<file path="src/adcsq_pkg.sv">
// adcsq_pkg: shared constants and types of the converter sequencer block
// assumes a single 10 MHz oscillator clock and an APB register bus
package adcsq_pkg;

    // register indices; byte address on the bus is four times the index
    localparam logic [7:0] ADCSQ_IDX_PORT_A_DATA = 8'h05;
    localparam logic [7:0] ADCSQ_IDX_PORT_E_DATA = 8'h09;
    localparam logic [7:0] ADCSQ_IDX_INTERRUPT_CORE_CONTROL = 8'h0b;
    localparam logic [7:0] ADCSQ_IDX_PERIPHERAL_FLAGS_ONE = 8'h0c;
    localparam logic [7:0] ADCSQ_IDX_PERIPHERAL_FLAGS_TWO = 8'h0d;
    localparam logic [7:0] ADCSQ_IDX_CONVERSION_RESULT_REG = 8'h1e;
    localparam logic [7:0] ADCSQ_IDX_CONVERTER_CONTROL_PRIMARY = 8'h1f;
    localparam logic [7:0] ADCSQ_IDX_PORT_A_DIRECTION = 8'h85;
    localparam logic [7:0] ADCSQ_IDX_PORT_E_DIRECTION = 8'h89;
    localparam logic [7:0] ADCSQ_IDX_PERIPHERAL_ENABLES_ONE = 8'h8c;
    localparam logic [7:0] ADCSQ_IDX_PERIPHERAL_ENABLES_TWO = 8'h8d;
    localparam logic [7:0] ADCSQ_IDX_CONVERTER_PORT_CONFIG = 8'h9f;
    localparam int ADCSQ_ADDR_W = 12;

    // field positions
    localparam int ADCSQ_CS_LSB = 6;
    localparam int ADCSQ_CHS_LSB = 3;
    localparam int ADCSQ_GO_BIT = 2;
    localparam int ADCSQ_ON_BIT = 0;
    localparam int ADCSQ_DONE_FLAG_BIT = 6;
    localparam int ADCSQ_IRQ_EN_BIT = 6;
    localparam int ADCSQ_GLB_BIT = 7;

    // reset values
    localparam logic [7:0] ADCSQ_CTRL_RST = 8'h00;
    localparam logic [2:0] ADCSQ_PCFG_RST = 3'h0;
    localparam logic [5:0] ADCSQ_DIRA_RST = 6'h3f;
    localparam logic [2:0] ADCSQ_DIRE_RST = 3'h7;
    localparam logic ADCSQ_FLAG_RST = 1'b0;

    // timing: oscillator periods per bit period, conversion length in half bit periods
    localparam int ADCSQ_CLK_NS = 100;
    localparam int ADCSQ_TOSC_NS = 100;
    localparam int ADCSQ_TOSC_PER_BIT_0 = 2;
    localparam int ADCSQ_TOSC_PER_BIT_1 = 8;
    localparam int ADCSQ_TOSC_PER_BIT_2 = 32;
    localparam int ADCSQ_CONV_HALF_BITS = 19;
    localparam int ADCSQ_FIRST_DECISION = 3;

    // capture/compare mode that raises the special event trigger
    localparam logic [3:0] ADCSQ_CCP_SPECIAL_EVENT = 4'hb;

    // analog pin masks of port a (bits 0,1,2,3,5)
    localparam logic [5:0] ADCSQ_MASK_ALL_ANALOG = 6'h2f;
    localparam logic [5:0] ADCSQ_MASK_TWO_DIGITAL = 6'h0b;
    localparam logic [5:0] ADCSQ_MASK_NONE = 6'h00;

    typedef enum logic {ADCSQ_IDLE, ADCSQ_RUN} adcsq_seq_state_t;

endpackage : adcsq_pkg

</file>
<file path="src/adcsq_conv_if.sv">
// adcsq_conv_if: link between the control logic and the approximation sequencer
// assumes both ends sit on the same clock
`timescale 1ns/1ps
interface adcsq_conv_if;
    logic start;
    logic abort;
    logic half_tick;
    logic cmp_above;
    logic busy;
    logic done;
    logic hold_connected;
    logic [7:0] value;

    modport ctl (output start, abort, half_tick, cmp_above,
                 input busy, done, hold_connected, value);
    modport seq (input start, abort, half_tick, cmp_above,
                 output busy, done, hold_connected, value);
endinterface : adcsq_conv_if

</file>
<file path="src/adcsq_sar.sv">
// adcsq_sar: successive approximation sequencer, one bit per bit period
// assumes half_tick pulses only while busy, two per bit period
`timescale 1ns/1ps
module adcsq_sar
    import adcsq_pkg::*;
(
    // clock and reset
    input wire logic i_clk,
    input wire logic i_rst,
    // control side
    adcsq_conv_if.seq conv
);

    typedef struct packed {
        adcsq_seq_state_t state;
        logic [4:0] cnt;
        logic [7:0] value;
        logic done;
        logic hold;
    } adcsq_sar_state_t;

    adcsq_sar_state_t s_q, s_d;
    logic [4:0] k;
    logic [4:0] off;
    logic [2:0] pos;

    // next state of the sequencer
    always_comb begin
        s_d = s_q;
        s_d.done = 1'b0;
        k = s_q.cnt + 5'd1;
        off = k - 5'(ADCSQ_FIRST_DECISION);
        pos = 3'd7 - off[3:1];
        if (conv.abort) begin
            s_d.state = ADCSQ_IDLE;
            s_d.hold = 1'b1;
        end else if (conv.start && s_q.state == ADCSQ_IDLE) begin
            s_d.state = ADCSQ_RUN;
            s_d.cnt = 5'd0;
            s_d.value = 8'h80;            // msb trial first
            s_d.hold = 1'b0;              // sampling ends at start
        end else if (s_q.state == ADCSQ_RUN && conv.half_tick) begin
            s_d.cnt = k;
            // decisions on odd half periods 3..17, one per bit period
            if (k[0] && k >= 5'(ADCSQ_FIRST_DECISION) && k < 5'(ADCSQ_CONV_HALF_BITS)) begin
                if (!conv.cmp_above) begin
                    s_d.value[pos] = 1'b0;
                end
                if (pos != 3'd0) begin
                    s_d.value[pos - 3'd1] = 1'b1;
                end
            end
            // nine and a half bit periods end the conversion
            if (k == 5'(ADCSQ_CONV_HALF_BITS)) begin
                s_d.state = ADCSQ_IDLE;
                s_d.done = 1'b1;
                s_d.hold = 1'b1;
            end
        end
    end

    // state register; reset aborts any conversion
    always_ff @(posedge i_clk or posedge i_rst) begin
        if (i_rst) begin
            s_q <= '{state: ADCSQ_IDLE, cnt: 5'd0, value: 8'h00, done: 1'b0, hold: 1'b1};
        end else begin
            s_q <= s_d;
        end
    end

    assign conv.busy = (s_q.state == ADCSQ_RUN);
    assign conv.done = s_q.done;
    assign conv.value = s_q.value;
    assign conv.hold_connected = s_q.hold;

endmodule : adcsq_sar

</file>
<file path="src/adcsq_top.sv">
// adcsq_top: converter control, port configuration and result registers on apb
// assumes all inputs synchronous to i_clk; analog comparator and rc clock outside
`timescale 1ns/1ps

// Contract
// port config field picks analog pins and reference: 000/010, 001/011, 100/101, 11x
// on completion load result, clear go flag, set done flag
// result register untouched by any reset
// software waits the acquisition time before starting
// software waits two bit periods before next acquisition
// a conversion lasts nine and a half bit periods
// clock select: 2, 8, 32 oscillator periods or internal rc
// software keeps the bit period at 1.6 us or longer
// above 1 MHz use the rc clock only for sleep conversions
// holding capacitor disconnects when conversion starts
// port data read returns zero for analog pins
// selected channel converts whatever its direction or digital setup
// software turns converter on before setting go
// special event trigger in mode 1011 starts conversion and clears timer
// with converter off trigger starts nothing but still clears timer
// done flag sticks until cleared; with both enables raises interrupt
// control layout: clock 7-6, channel 5-3, go 2, zero 1, on 0
// any reset restores register defaults and aborts conversion
// eight bits resolved msb first, one per bit period, from comparator
module adcsq_top
    import adcsq_pkg::*;
#(
    parameter int ADDR_W = ADCSQ_ADDR_W
)(
    // clock and reset
    input wire logic i_clk,
    input wire logic i_rst,
    // apb slave
    input wire logic i_psel,
    input wire logic i_penable,
    input wire logic i_pwrite,
    input wire logic [ADDR_W-1:0] i_paddr,
    input wire logic [31:0] i_pwdata,
    output logic [31:0] o_prdata,
    output logic o_pready,
    output logic o_pslverr,
    // analog side
    input wire logic i_cmp_above,
    input wire logic i_rc_half_tick,
    output logic [7:0] o_trial,
    output logic [2:0] o_channel,
    output logic o_hold_connected,
    output logic o_vref_external,
    output logic [5:0] o_analog_mask,
    output logic o_converter_on,
    // port pins as read back
    input wire logic [5:0] i_port_a_pins,
    input wire logic [2:0] i_port_e_pins,
    output logic [5:0] o_port_a_direction,
    output logic [2:0] o_port_e_direction,
    // capture/compare unit two and secondary timer
    input wire logic [3:0] i_ccp_mode,
    input wire logic i_special_event,
    output logic o_timer_clear,
    // interrupt request
    output logic o_irq
);

    typedef struct packed {
        logic [1:0] cs;
        logic [2:0] chs;
        logic go;
        logic on;
        logic [2:0] pcfg;
        logic [5:0] dira;
        logic [2:0] dire;
        logic done_flag;
        logic irq_en;
        logic glb;
        logic [4:0] div_cnt;
        logic pready;
        logic pslverr;
        logic [31:0] prdata;
        logic irq;
        logic timer_clr;
        logic [5:0] amask;
        logic vref_ext;
    } adcsq_ctl_state_t;

    adcsq_ctl_state_t s_q, s_d;
    logic [7:0] result_q;
    logic [7:0] result_d;
    adcsq_conv_if conv ();

    // half bit period in clock cycles for the divided sources
    function automatic logic [4:0] half_len(input logic [1:0] cs);
        logic [4:0] n;
        n = 5'd1;
        unique case (cs)
            2'b00: n = 5'(ADCSQ_TOSC_PER_BIT_0 * ADCSQ_TOSC_NS / ADCSQ_CLK_NS / 2);
            2'b01: n = 5'(ADCSQ_TOSC_PER_BIT_1 * ADCSQ_TOSC_NS / ADCSQ_CLK_NS / 2);
            2'b10: n = 5'(ADCSQ_TOSC_PER_BIT_2 * ADCSQ_TOSC_NS / ADCSQ_CLK_NS / 2);
            2'b11: n = 5'd1;
        endcase
        return n;
    endfunction : half_len

    // pins that read as analog for a port configuration code
    function automatic logic [5:0] analog_mask(input logic [2:0] pcfg);
        logic [5:0] m;
        m = ADCSQ_MASK_NONE;
        unique case (pcfg)
            3'b000, 3'b001, 3'b010, 3'b011: m = ADCSQ_MASK_ALL_ANALOG;
            3'b100, 3'b101: m = ADCSQ_MASK_TWO_DIGITAL;
            3'b110, 3'b111: m = ADCSQ_MASK_NONE;
        endcase
        return m;
    endfunction : analog_mask

    // word-aligned match of a register index
    function automatic logic hit(input logic [ADDR_W-1:0] a, input logic [7:0] idx);
        return (a[1:0] == 2'b00) && (a[ADDR_W-1:2] == (ADDR_W-2)'(idx));
    endfunction : hit

    adcsq_sar u_sar (
        .i_clk(i_clk),
        .i_rst(i_rst),
        .conv(conv.seq)
    );

    // bus phases: prepare the answer in the first access cycle, commit at pready
    logic access_first;
    logic access_commit;
    logic wr;
    logic mapped;
    logic [7:0] wdat;
    logic [7:0] rdat;
    logic sw_start;
    logic sw_abort;
    logic trig_fire;
    logic trig_start;
    logic new_on;
    logic new_go;

    assign access_first = i_psel && i_penable && !s_q.pready;
    assign access_commit = i_psel && i_penable && s_q.pready;
    assign wr = access_commit && i_pwrite;
    assign wdat = i_pwdata[7:0];

    // read mux and address decode
    always_comb begin
        rdat = 8'h00;
        mapped = 1'b1;
        if (hit(i_paddr, ADCSQ_IDX_PORT_A_DATA)) begin
            rdat = {2'b00, i_port_a_pins & ~s_q.amask};
        end else if (hit(i_paddr, ADCSQ_IDX_PORT_E_DATA)) begin
            rdat = {5'b00000, i_port_e_pins};
        end else if (hit(i_paddr, ADCSQ_IDX_INTERRUPT_CORE_CONTROL)) begin
            rdat[ADCSQ_GLB_BIT] = s_q.glb;
        end else if (hit(i_paddr, ADCSQ_IDX_PERIPHERAL_FLAGS_ONE)) begin
            rdat[ADCSQ_DONE_FLAG_BIT] = s_q.done_flag;
        end else if (hit(i_paddr, ADCSQ_IDX_PERIPHERAL_ENABLES_ONE)) begin
            rdat[ADCSQ_IRQ_EN_BIT] = s_q.irq_en;
        end else if (hit(i_paddr, ADCSQ_IDX_CONVERSION_RESULT_REG)) begin
            rdat = result_q;
        end else if (hit(i_paddr, ADCSQ_IDX_CONVERTER_CONTROL_PRIMARY)) begin
            rdat = {s_q.cs, s_q.chs, s_q.go, 1'b0, s_q.on};  // bit 1 reads zero
        end else if (hit(i_paddr, ADCSQ_IDX_PORT_A_DIRECTION)) begin
            rdat = {2'b00, s_q.dira};
        end else if (hit(i_paddr, ADCSQ_IDX_PORT_E_DIRECTION)) begin
            rdat = {5'b00000, s_q.dire};
        end else if (hit(i_paddr, ADCSQ_IDX_CONVERTER_PORT_CONFIG)) begin
            rdat = {5'b00000, s_q.pcfg};
        end else if (hit(i_paddr, ADCSQ_IDX_PERIPHERAL_FLAGS_TWO) ||
                     hit(i_paddr, ADCSQ_IDX_PERIPHERAL_ENABLES_TWO)) begin
            rdat = 8'h00;               // other units' bits live elsewhere
        end else begin
            mapped = 1'b0;
        end
    end

    // start and abort requests toward the sequencer
    always_comb begin
        new_on = wdat[ADCSQ_ON_BIT];
        new_go = wdat[ADCSQ_GO_BIT];
        // go only starts when the converter was already on
        sw_start = wr && hit(i_paddr, ADCSQ_IDX_CONVERTER_CONTROL_PRIMARY)
                   && new_go && new_on && s_q.on && !conv.busy;
        // clearing on or go mid-conversion aborts it
        sw_abort = wr && hit(i_paddr, ADCSQ_IDX_CONVERTER_CONTROL_PRIMARY)
                   && conv.busy && (!new_on || !new_go);
        trig_fire = i_special_event && (i_ccp_mode == ADCSQ_CCP_SPECIAL_EVENT);
        trig_start = trig_fire && s_q.on && !conv.busy && !sw_abort;
    end

    // bit-period divider, half periods, running only during a conversion
    always_comb begin
        conv.start = sw_start || trig_start;
        conv.abort = sw_abort;
        conv.cmp_above = i_cmp_above;       // comparator decision
        conv.half_tick = 1'b0;
        if (conv.busy) begin
            if (s_q.cs == 2'b11) begin
                conv.half_tick = i_rc_half_tick;                     // rc source
            end else begin
                conv.half_tick = (s_q.div_cnt == half_len(s_q.cs) - 5'd1);
            end
        end
    end

    // result register, no reset at all
    always_comb begin
        result_d = result_q;
        if (wr && hit(i_paddr, ADCSQ_IDX_CONVERSION_RESULT_REG)) begin
            result_d = wdat;
        end
        if (conv.done) begin
            result_d = conv.value;
        end
    end

    always_ff @(posedge i_clk) begin
        result_q <= result_d;
    end

    // next value of all control state
    always_comb begin
        s_d = s_q;
        // apb answer: ready one cycle into the access phase
        s_d.pready = access_first;
        s_d.pslverr = access_first && !mapped;
        if (access_first && !i_pwrite) begin
            s_d.prdata = {24'h000000, rdat};
        end
        // register writes take effect at the commit edge
        if (wr) begin
            if (hit(i_paddr, ADCSQ_IDX_CONVERTER_CONTROL_PRIMARY)) begin
                s_d.cs = wdat[ADCSQ_CS_LSB +: 2];
                s_d.chs = wdat[ADCSQ_CHS_LSB +: 3];
                s_d.on = new_on;
                s_d.go = sw_start || (conv.busy && !sw_abort);
            end
            if (hit(i_paddr, ADCSQ_IDX_CONVERTER_PORT_CONFIG)) begin
                s_d.pcfg = wdat[2:0];
            end
            if (hit(i_paddr, ADCSQ_IDX_PORT_A_DIRECTION)) begin
                s_d.dira = wdat[5:0];
            end
            if (hit(i_paddr, ADCSQ_IDX_PORT_E_DIRECTION)) begin
                s_d.dire = wdat[2:0];
            end
            if (hit(i_paddr, ADCSQ_IDX_PERIPHERAL_FLAGS_ONE)) begin
                s_d.done_flag = wdat[ADCSQ_DONE_FLAG_BIT];
            end
            if (hit(i_paddr, ADCSQ_IDX_PERIPHERAL_ENABLES_ONE)) begin
                s_d.irq_en = wdat[ADCSQ_IRQ_EN_BIT];
            end
            if (hit(i_paddr, ADCSQ_IDX_INTERRUPT_CORE_CONTROL)) begin
                s_d.glb = wdat[ADCSQ_GLB_BIT];
            end
        end
        // hardware trigger sets go
        if (trig_start) begin
            s_d.go = 1'b1;
        end
        // completion clears go and sets the flag; set beats a same-cycle clear
        if (conv.done) begin
            s_d.go = 1'b0;
            s_d.done_flag = 1'b1;
        end
        // divider restarts with each conversion so the first period is whole
        if (conv.start || !conv.busy || conv.half_tick) begin
            s_d.div_cnt = 5'd0;
        end else begin
            s_d.div_cnt = s_q.div_cnt + 5'd1;
        end
        // timer clear follows the trigger whether or not the converter is on
        s_d.timer_clr = trig_fire;
        s_d.irq = s_d.done_flag && s_d.irq_en && s_d.glb;
        s_d.amask = analog_mask(s_d.pcfg);
        s_d.vref_ext = (s_d.pcfg == 3'b001) || (s_d.pcfg == 3'b011)
                       || (s_d.pcfg == 3'b101);
    end

    // control state register; any reset restores defaults
    always_ff @(posedge i_clk or posedge i_rst) begin
        if (i_rst) begin
            s_q <= '{cs: ADCSQ_CTRL_RST[7:6], chs: ADCSQ_CTRL_RST[5:3],
                     go: ADCSQ_CTRL_RST[2], on: ADCSQ_CTRL_RST[0],
                     pcfg: ADCSQ_PCFG_RST, dira: ADCSQ_DIRA_RST, dire: ADCSQ_DIRE_RST,
                     done_flag: ADCSQ_FLAG_RST, irq_en: 1'b0, glb: 1'b0,
                     div_cnt: 5'd0, pready: 1'b0, pslverr: 1'b0, prdata: 32'h00000000,
                     irq: 1'b0, timer_clr: 1'b0, amask: ADCSQ_MASK_ALL_ANALOG,
                     vref_ext: 1'b0};
        end else begin
            s_q <= s_d;
        end
    end

    // outputs straight from flops
    assign o_prdata = s_q.prdata;
    assign o_pready = s_q.pready;
    assign o_pslverr = s_q.pslverr;
    assign o_trial = conv.value;                 // dac trial code
    assign o_channel = s_q.chs;                  // mux ignores pin direction
    assign o_hold_connected = conv.hold_connected;
    assign o_vref_external = s_q.vref_ext;
    assign o_analog_mask = s_q.amask;
    assign o_converter_on = s_q.on;
    assign o_port_a_direction = s_q.dira;
    assign o_port_e_direction = s_q.dire;
    assign o_timer_clear = s_q.timer_clr;
    assign o_irq = s_q.irq;

endmodule : adcsq_top

</file>
<file path="config.mk">
export PLATFORM = sky130hd
export DESIGN_NAME = adcsq_top
export DESIGN_NICKNAME = d
export VERILOG_FILES = /design/src/adcsq_pkg.sv /design/src/adcsq_conv_if.sv /design/src/adcsq_sar.sv /design/src/adcsq_top.sv
export SDC_FILE = /design/constraint.sdc
export NUM_CORES = 1
export LEC_CHECK = 0
export BUFFER_PORTS_ARGS = -buffer_cell sky130_fd_sc_hd__buf_2
export CORE_MARGIN = 4
export CORE_UTILIZATION = 45
export DETAILED_ROUTE_END_ITERATION = 10
export PLACE_DENSITY_LB_ADDON = 0.2
export SLEW_MARGIN = 15
export SYNTH_ARGS = -nofsm -noshare
export SYNTH_HDL_FRONTEND = slang
export SYNTH_SLANG_ARGS = --single-unit
</file>
<file path="constraint.sdc">
create_clock -name i_clk -period 7.5 [get_ports i_clk]
set_input_delay 1.125 -clock i_clk [delete_from_list [all_inputs] [get_ports i_clk]]
set_output_delay 1.125 -clock i_clk [all_outputs]
set_load 0.1 [all_outputs]
</file>
# Word-level counts from Yosys, hierarchy flattened
# Memory sizes are Yosys's and may differ from the RTL's. A register that Yosys moved wholly into a read port is not among the register bits.
# Index checks and enable logic that the tools add are counted.
[word_totals] inputBits=65 memories=1 word_cells=201 ff_bits=70 rom_bits=40
[op_classes] n_addsub=6 n_bitwise=7 n_eq_ne=21 mux=65 n_reduce_logical=71 order_cmp=6
[memory_table] memory="(no name shown)" words=8 word_bits=5 read_ports=1 rd_ports_with_merged_regs=1 wr=0 line="adcsq_top.sv:107" text="unique case (pcfg)"
[ops] cell="$mux 8" count=13
[ops] cell="$eq 10x8->1 const B" count=5
[ops] cell="$eq 10x4->1 const B" count=4
[ops] cell="$logic_and 1x1->1" count=39
[ops] cell="$mux 1" count=32
[ops] cell="$mux 6" count=4
[ops] cell="$eq 10x5->1 const B" count=2
[ops] cell="$mux 17" count=1
[ops] cell="$mux 16" count=1
[ops] cell="$mux 5" count=3
[ops] cell="$pmux 5 s3" count=1
[ops] cell="$reduce_bool 3->1" count=5
[ops] cell="$mux 14" count=1
[ops] cell="$mux 3" count=4
[ops] cell="$reduce_and 2->1" count=6
[ops] cell="$add 5x1->5 const B" count=2
[ops] cell="$eq 10x3->1 const B" count=1
[ops] cell="$and 8x8->8" count=1
[ops] cell="$logic_or 1x1->1" count=8
[ops] cell="$lt 3x4->1 const B" count=2
[ops] cell="$not 8->8" count=1
[ops] cell="$or 8x8->8" count=1
[ops] cell="$logic_not 1->1" count=7
[ops] cell="$mux 7" count=1
[ops] cell="23 further kinds" count=31

# Longest topological paths before layout
[depth] ltp_word=20 mapped_depth=12

# Hierarchy
# A second synthesis with hierarchy kept.
[hier_totals] hier_cells=446 hier_area_um2=4480.5
[modules_own_cells] mod="adcsq_top" n_inst=1 area_each_um2=3339.5 seq_area_each_um2=1305.0 cells_per_inst=312
[modules_own_cells] mod="adcsq_sar" n_inst=1 area_each_um2=1141.1 seq_area_each_um2=401.6 cells_per_inst=134

# Worst setup path after synthesis
# OpenSTA, ideal clock, no wires.
[synth_timing] kind="input-to-reg" start="input port i_paddr[8]" end="register result_q[0] (enable)" arrival_time_ps=2881 n_path_buf=1 cell_stages=5 required_time_ps=7113 path_slack_ps=4232 path_cell_list="nor3_1 -> nand2_1 -> or3_1 -> clkbuf_1 -> o31ai_1"
[synth_between] elab_chain_cells=4
[synth_rtl] element="start, declared" line="adcsq_top.sv:37" text="input wire logic [ADDR_W-1:0] i_paddr,"
[synth_rtl] element="$eq 10x5->1" line="adcsq_top.sv:117" text="return (a[1:0] == 2'b00) && (a[ADDR_W-1:2] == (ADDR_W-2)'(idx));"
[synth_rtl] element="$logic_and 1x1->1" line="adcsq_top.sv:117"
[synth_rtl] element="$logic_and 1x1->1" line="adcsq_top.sv:209" text="if (wr && hit(i_paddr, ADCSQ_IDX_CONVERSION_RESULT_REG)) begin"
[synth_rtl] element="$reduce_bool 2->1 (no source line)"
[synth_rtl] element="end signal, assigned" line="adcsq_top.sv:218" text="result_q <= result_d;"
[synth_rtl] element="end, declared" line="adcsq_top.sv:86" text="logic [7:0] result_q;"
# No other way between the ends.
# A chain may end at the register's enable or synchronous reset.

# Worst setup path in the final report
[layout_timing] start="input port i_paddr[6]" end="register s_q, in the netlist o_port_a_direction[0]"
[layout_between] elab_chain_cells=3
[layout_rtl] element="$eq 10x8->1" line="adcsq_top.sv:117"
[layout_rtl] element="$logic_and 1x1->1" line="adcsq_top.sv:117"
[layout_rtl] element="$reduce_and 2->1 (no source line)"
[layout_rtl] element="end signal, assigned" line="adcsq_top.sv:283" text="s_q <= '{cs: ADCSQ_CTRL_RST[7:6], chs: ADCSQ_CTRL_RST[5:3],"
[layout_rtl] element="end, declared" line="adcsq_top.sv:85" text="adcsq_ctl_state_t s_q, s_d;"
# No other way between the ends.

==> flow_summary.toml <==
[power]
powerDensity_mw_per_mm2 = 174
power.leakage_nw = 2.08
vdd_drop_max_mv = 0.0948

[route]
wl_microns = 9820
ant_nets = 0
met3WireLength_microns = 551
vias = 3204
wl_per_cell_microns = 16.8
dr.first_iter.drc_count = 173
wl_met2_microns = 4800
dr.pass1.iters = 5
drt-met1-wl_microns = 4380
highest_layer = "met4"
drcViolationCount = 0
avgViaCountPerCell = 5.47

[logic_synthesis]
synth-xor-area-share_pct = 2.39
synth.avg_cell_area_sq_um = 9.99
synth_fa_ha_area_share_pct = 2.66
synth-main-ff-cell = "dfrtp_1"
synth_seq_cells = 66
yosys_warnings = 0
syn_area_sq_mm = 0.00424
yosysUniqueCellTypes = 65
ys_async_sr_fraction_pct = 87.9
synth_cells = 424
synth_top_family_by_area = "simple AND/OR/NAND/NOR gates"
synth_compound_area_share_pct = 12.0
synth-simple-area-share_pct = 19.5
synthMuxAreaShare_pct = 9.57
synth_edf_count = 8
ys_seq_area_share_pct = 40.3

[clock_tree]
clock-sinks = 66
cts_buffers = 9
cts_setup_buffers = 0
path_clk_slew_ns = 0.08
root_buffer = "clkbuf_8"
worstSkewPairLatency_ns = 0.35
hold_buffers = 0
cts-resized-gates = 0
clockBufferDepth = 2
cts_tree = "built"
cts_htree_levels = 3

[layout]
fin_area_sq_mm = 0.00461
drive_gt1_share_pct = 33.9
final_common_cell = "buf_2"
antenna_cells = 0
layout_common_cells = "buf_2 (80), dfrtp_1 (46), nand2_1 (32)"
area_growth_pct = 8.74
fin_nets = 544

[min_path]
holdCritStartpoint = "o_prdata[5]"
hold_class = "reg -> reg"

[critical_path]
crit_fanout = 6
critPathKind = "in -> reg"
rr_startpoint = "u_sar.s_q[10]"
worstPathArrival_ns = 3.40
crit_required_ns = 7.78
end_kind = "flip-flop"
setup.worst_path.start = "i_paddr[6]"
worst_setup_path_start_kind = "input pin"

[place]
hpwlAfterDp_microns = 7510
routabilityCongestion = 0.836
io_buffers = 80
dpl-instance-area_sq_mm = 0.00438

[die]
die_h_microns = 105
start_util_pct = 46.1
rows = 35
io_pins = 130
core_area_sq_mm = 0.00920
dieArea_sq_mm = 0.0110
die_w_microns = 105

[sta]
finalHoldViolCount = 0
fin_crit_ns = 3.12
fin_tns_setup_ns = 0
slew_headroom_pct = 35.0
min_period_over_period_pct = 41.6
rsz0062_at_grt = "no"
setup-violations-final = 0
clock_skew_ns = 0.00920
fmax_mhz = 320
final_max_slew_viol_count = 0
tightest_slew_ns = 0.975
fin_hold_ws_ns = 0.478

[grt]
grt.total_usage_pct = 18.4
grt_pass1_wl_microns = 16400
antenna_found_initial = 0
grt_max_degree = 59
overflow = 0
grt_pass1_vias = 3223

[run_status]
status = "finished, final reports clean"

[run]
drv_cap = 0
==> flip-flops by register name (all words and copies together) (netlist names), 3 cells and up <==
name / count
s_q: 14
o_port_a_direction: 6
result_q: 8
o_prdata: 8
u_sar.conv.value: 8
o_channel: 3
o_port_e_direction: 3
u_sar.s_q: 5
==> cells by family after synthesis <==
group           after synthesis
mux                          37
simple gates                138
flops                        66
other cells                   1
buf+inv                      91
compound gates               72
xor+xnor                     10
fa+ha+maj                     9
==> worst paths after layout <==
| path | end | slack [ns] | cells past startpoint |
|---|---|---|---|
| setup / recovery | o_port_a_direction[0] | 4.38 | 6 |
| hold / removal | o_prdata[5] | 0.48 | 2 |
| setup reg to reg | u_sar.conv.value[3] | 4.42 | 10 |
| hold reg to reg | o_prdata[5] | 0.48 | 2 |
| max in group asynchronous | s_q[61] | 6.02 | 3 |
| min in group asynchronous | u_sar.conv.busy | 0.98 | 3 |
==> worst max-delay path: stages <==
cell and delay, ns:
buf_2 0.13, nor4b_1 0.43, nor3b_2 0.42, and3_1 0.30, nor2b_1 0.59, mux2_2 0.41
==> stage by stage <==
step | util [%] | setup slack, ns | total power [mW] | cells
6_report | 50.1 | 4.38 | 0.803 | 586
5_1_grt | 50.1 | 4.17 | 0.837 | 586
4_1_cts | 50.1 | 4.41 | 0.813 | 586
3_5_place_dp | 47.7 | 4.05 | 0.470 | 570
3_3_place_gp | 47.7 | 4.07 | 0.469 | 570
2_1_floorplan | - | 4.23 | 0.459 | 448
==> Yosys cell counts, drive strengths merged, types with 6 or more instances <==
library cell,number,share of area (%)
nor2,26,2.3
a21oi,12,1.4
dfrtp,46,27
edfxtp,8,5.7
nand3,19,2.4
nand2,33,3.0
mux2i,9,2.1
xnor2,6,1.2
inv,20,1.8
buf,66,11
nor4,6,1.5
mux2,28,7.4
nor3,11,1.7
dfstp,12,7.4
ha,9,2.7
o211ai,10,1.8
o21ai,17,2.2
==> layer usage <==
metal	GRT usage (%)	vias up
met5	0	-
met4	4.50	0
met3	3.89	7
met2	29.8	97
met1	25.2	1567
li1	-	1533
==> final cells by class <==
cell class	count	area (sq um)
Fill cell	860	4590
Multi-Input combinational cell	291	2050
Sequential cell	66	1710
Timing Repair Buffer	82	415
Tap cell	111	139
Clock buffer	9	124
Clock inverter	7	101
Inverter	20	75.1
==> report_power, final <==
group	internal, mW	total [mW]	switching [mW]
Sequential	0.363	0.363	0.000374
Clock	0.190	0.340	0.151
Combinational	0.0151	0.0994	0.0843
Power figures use the tool's default switching activity.
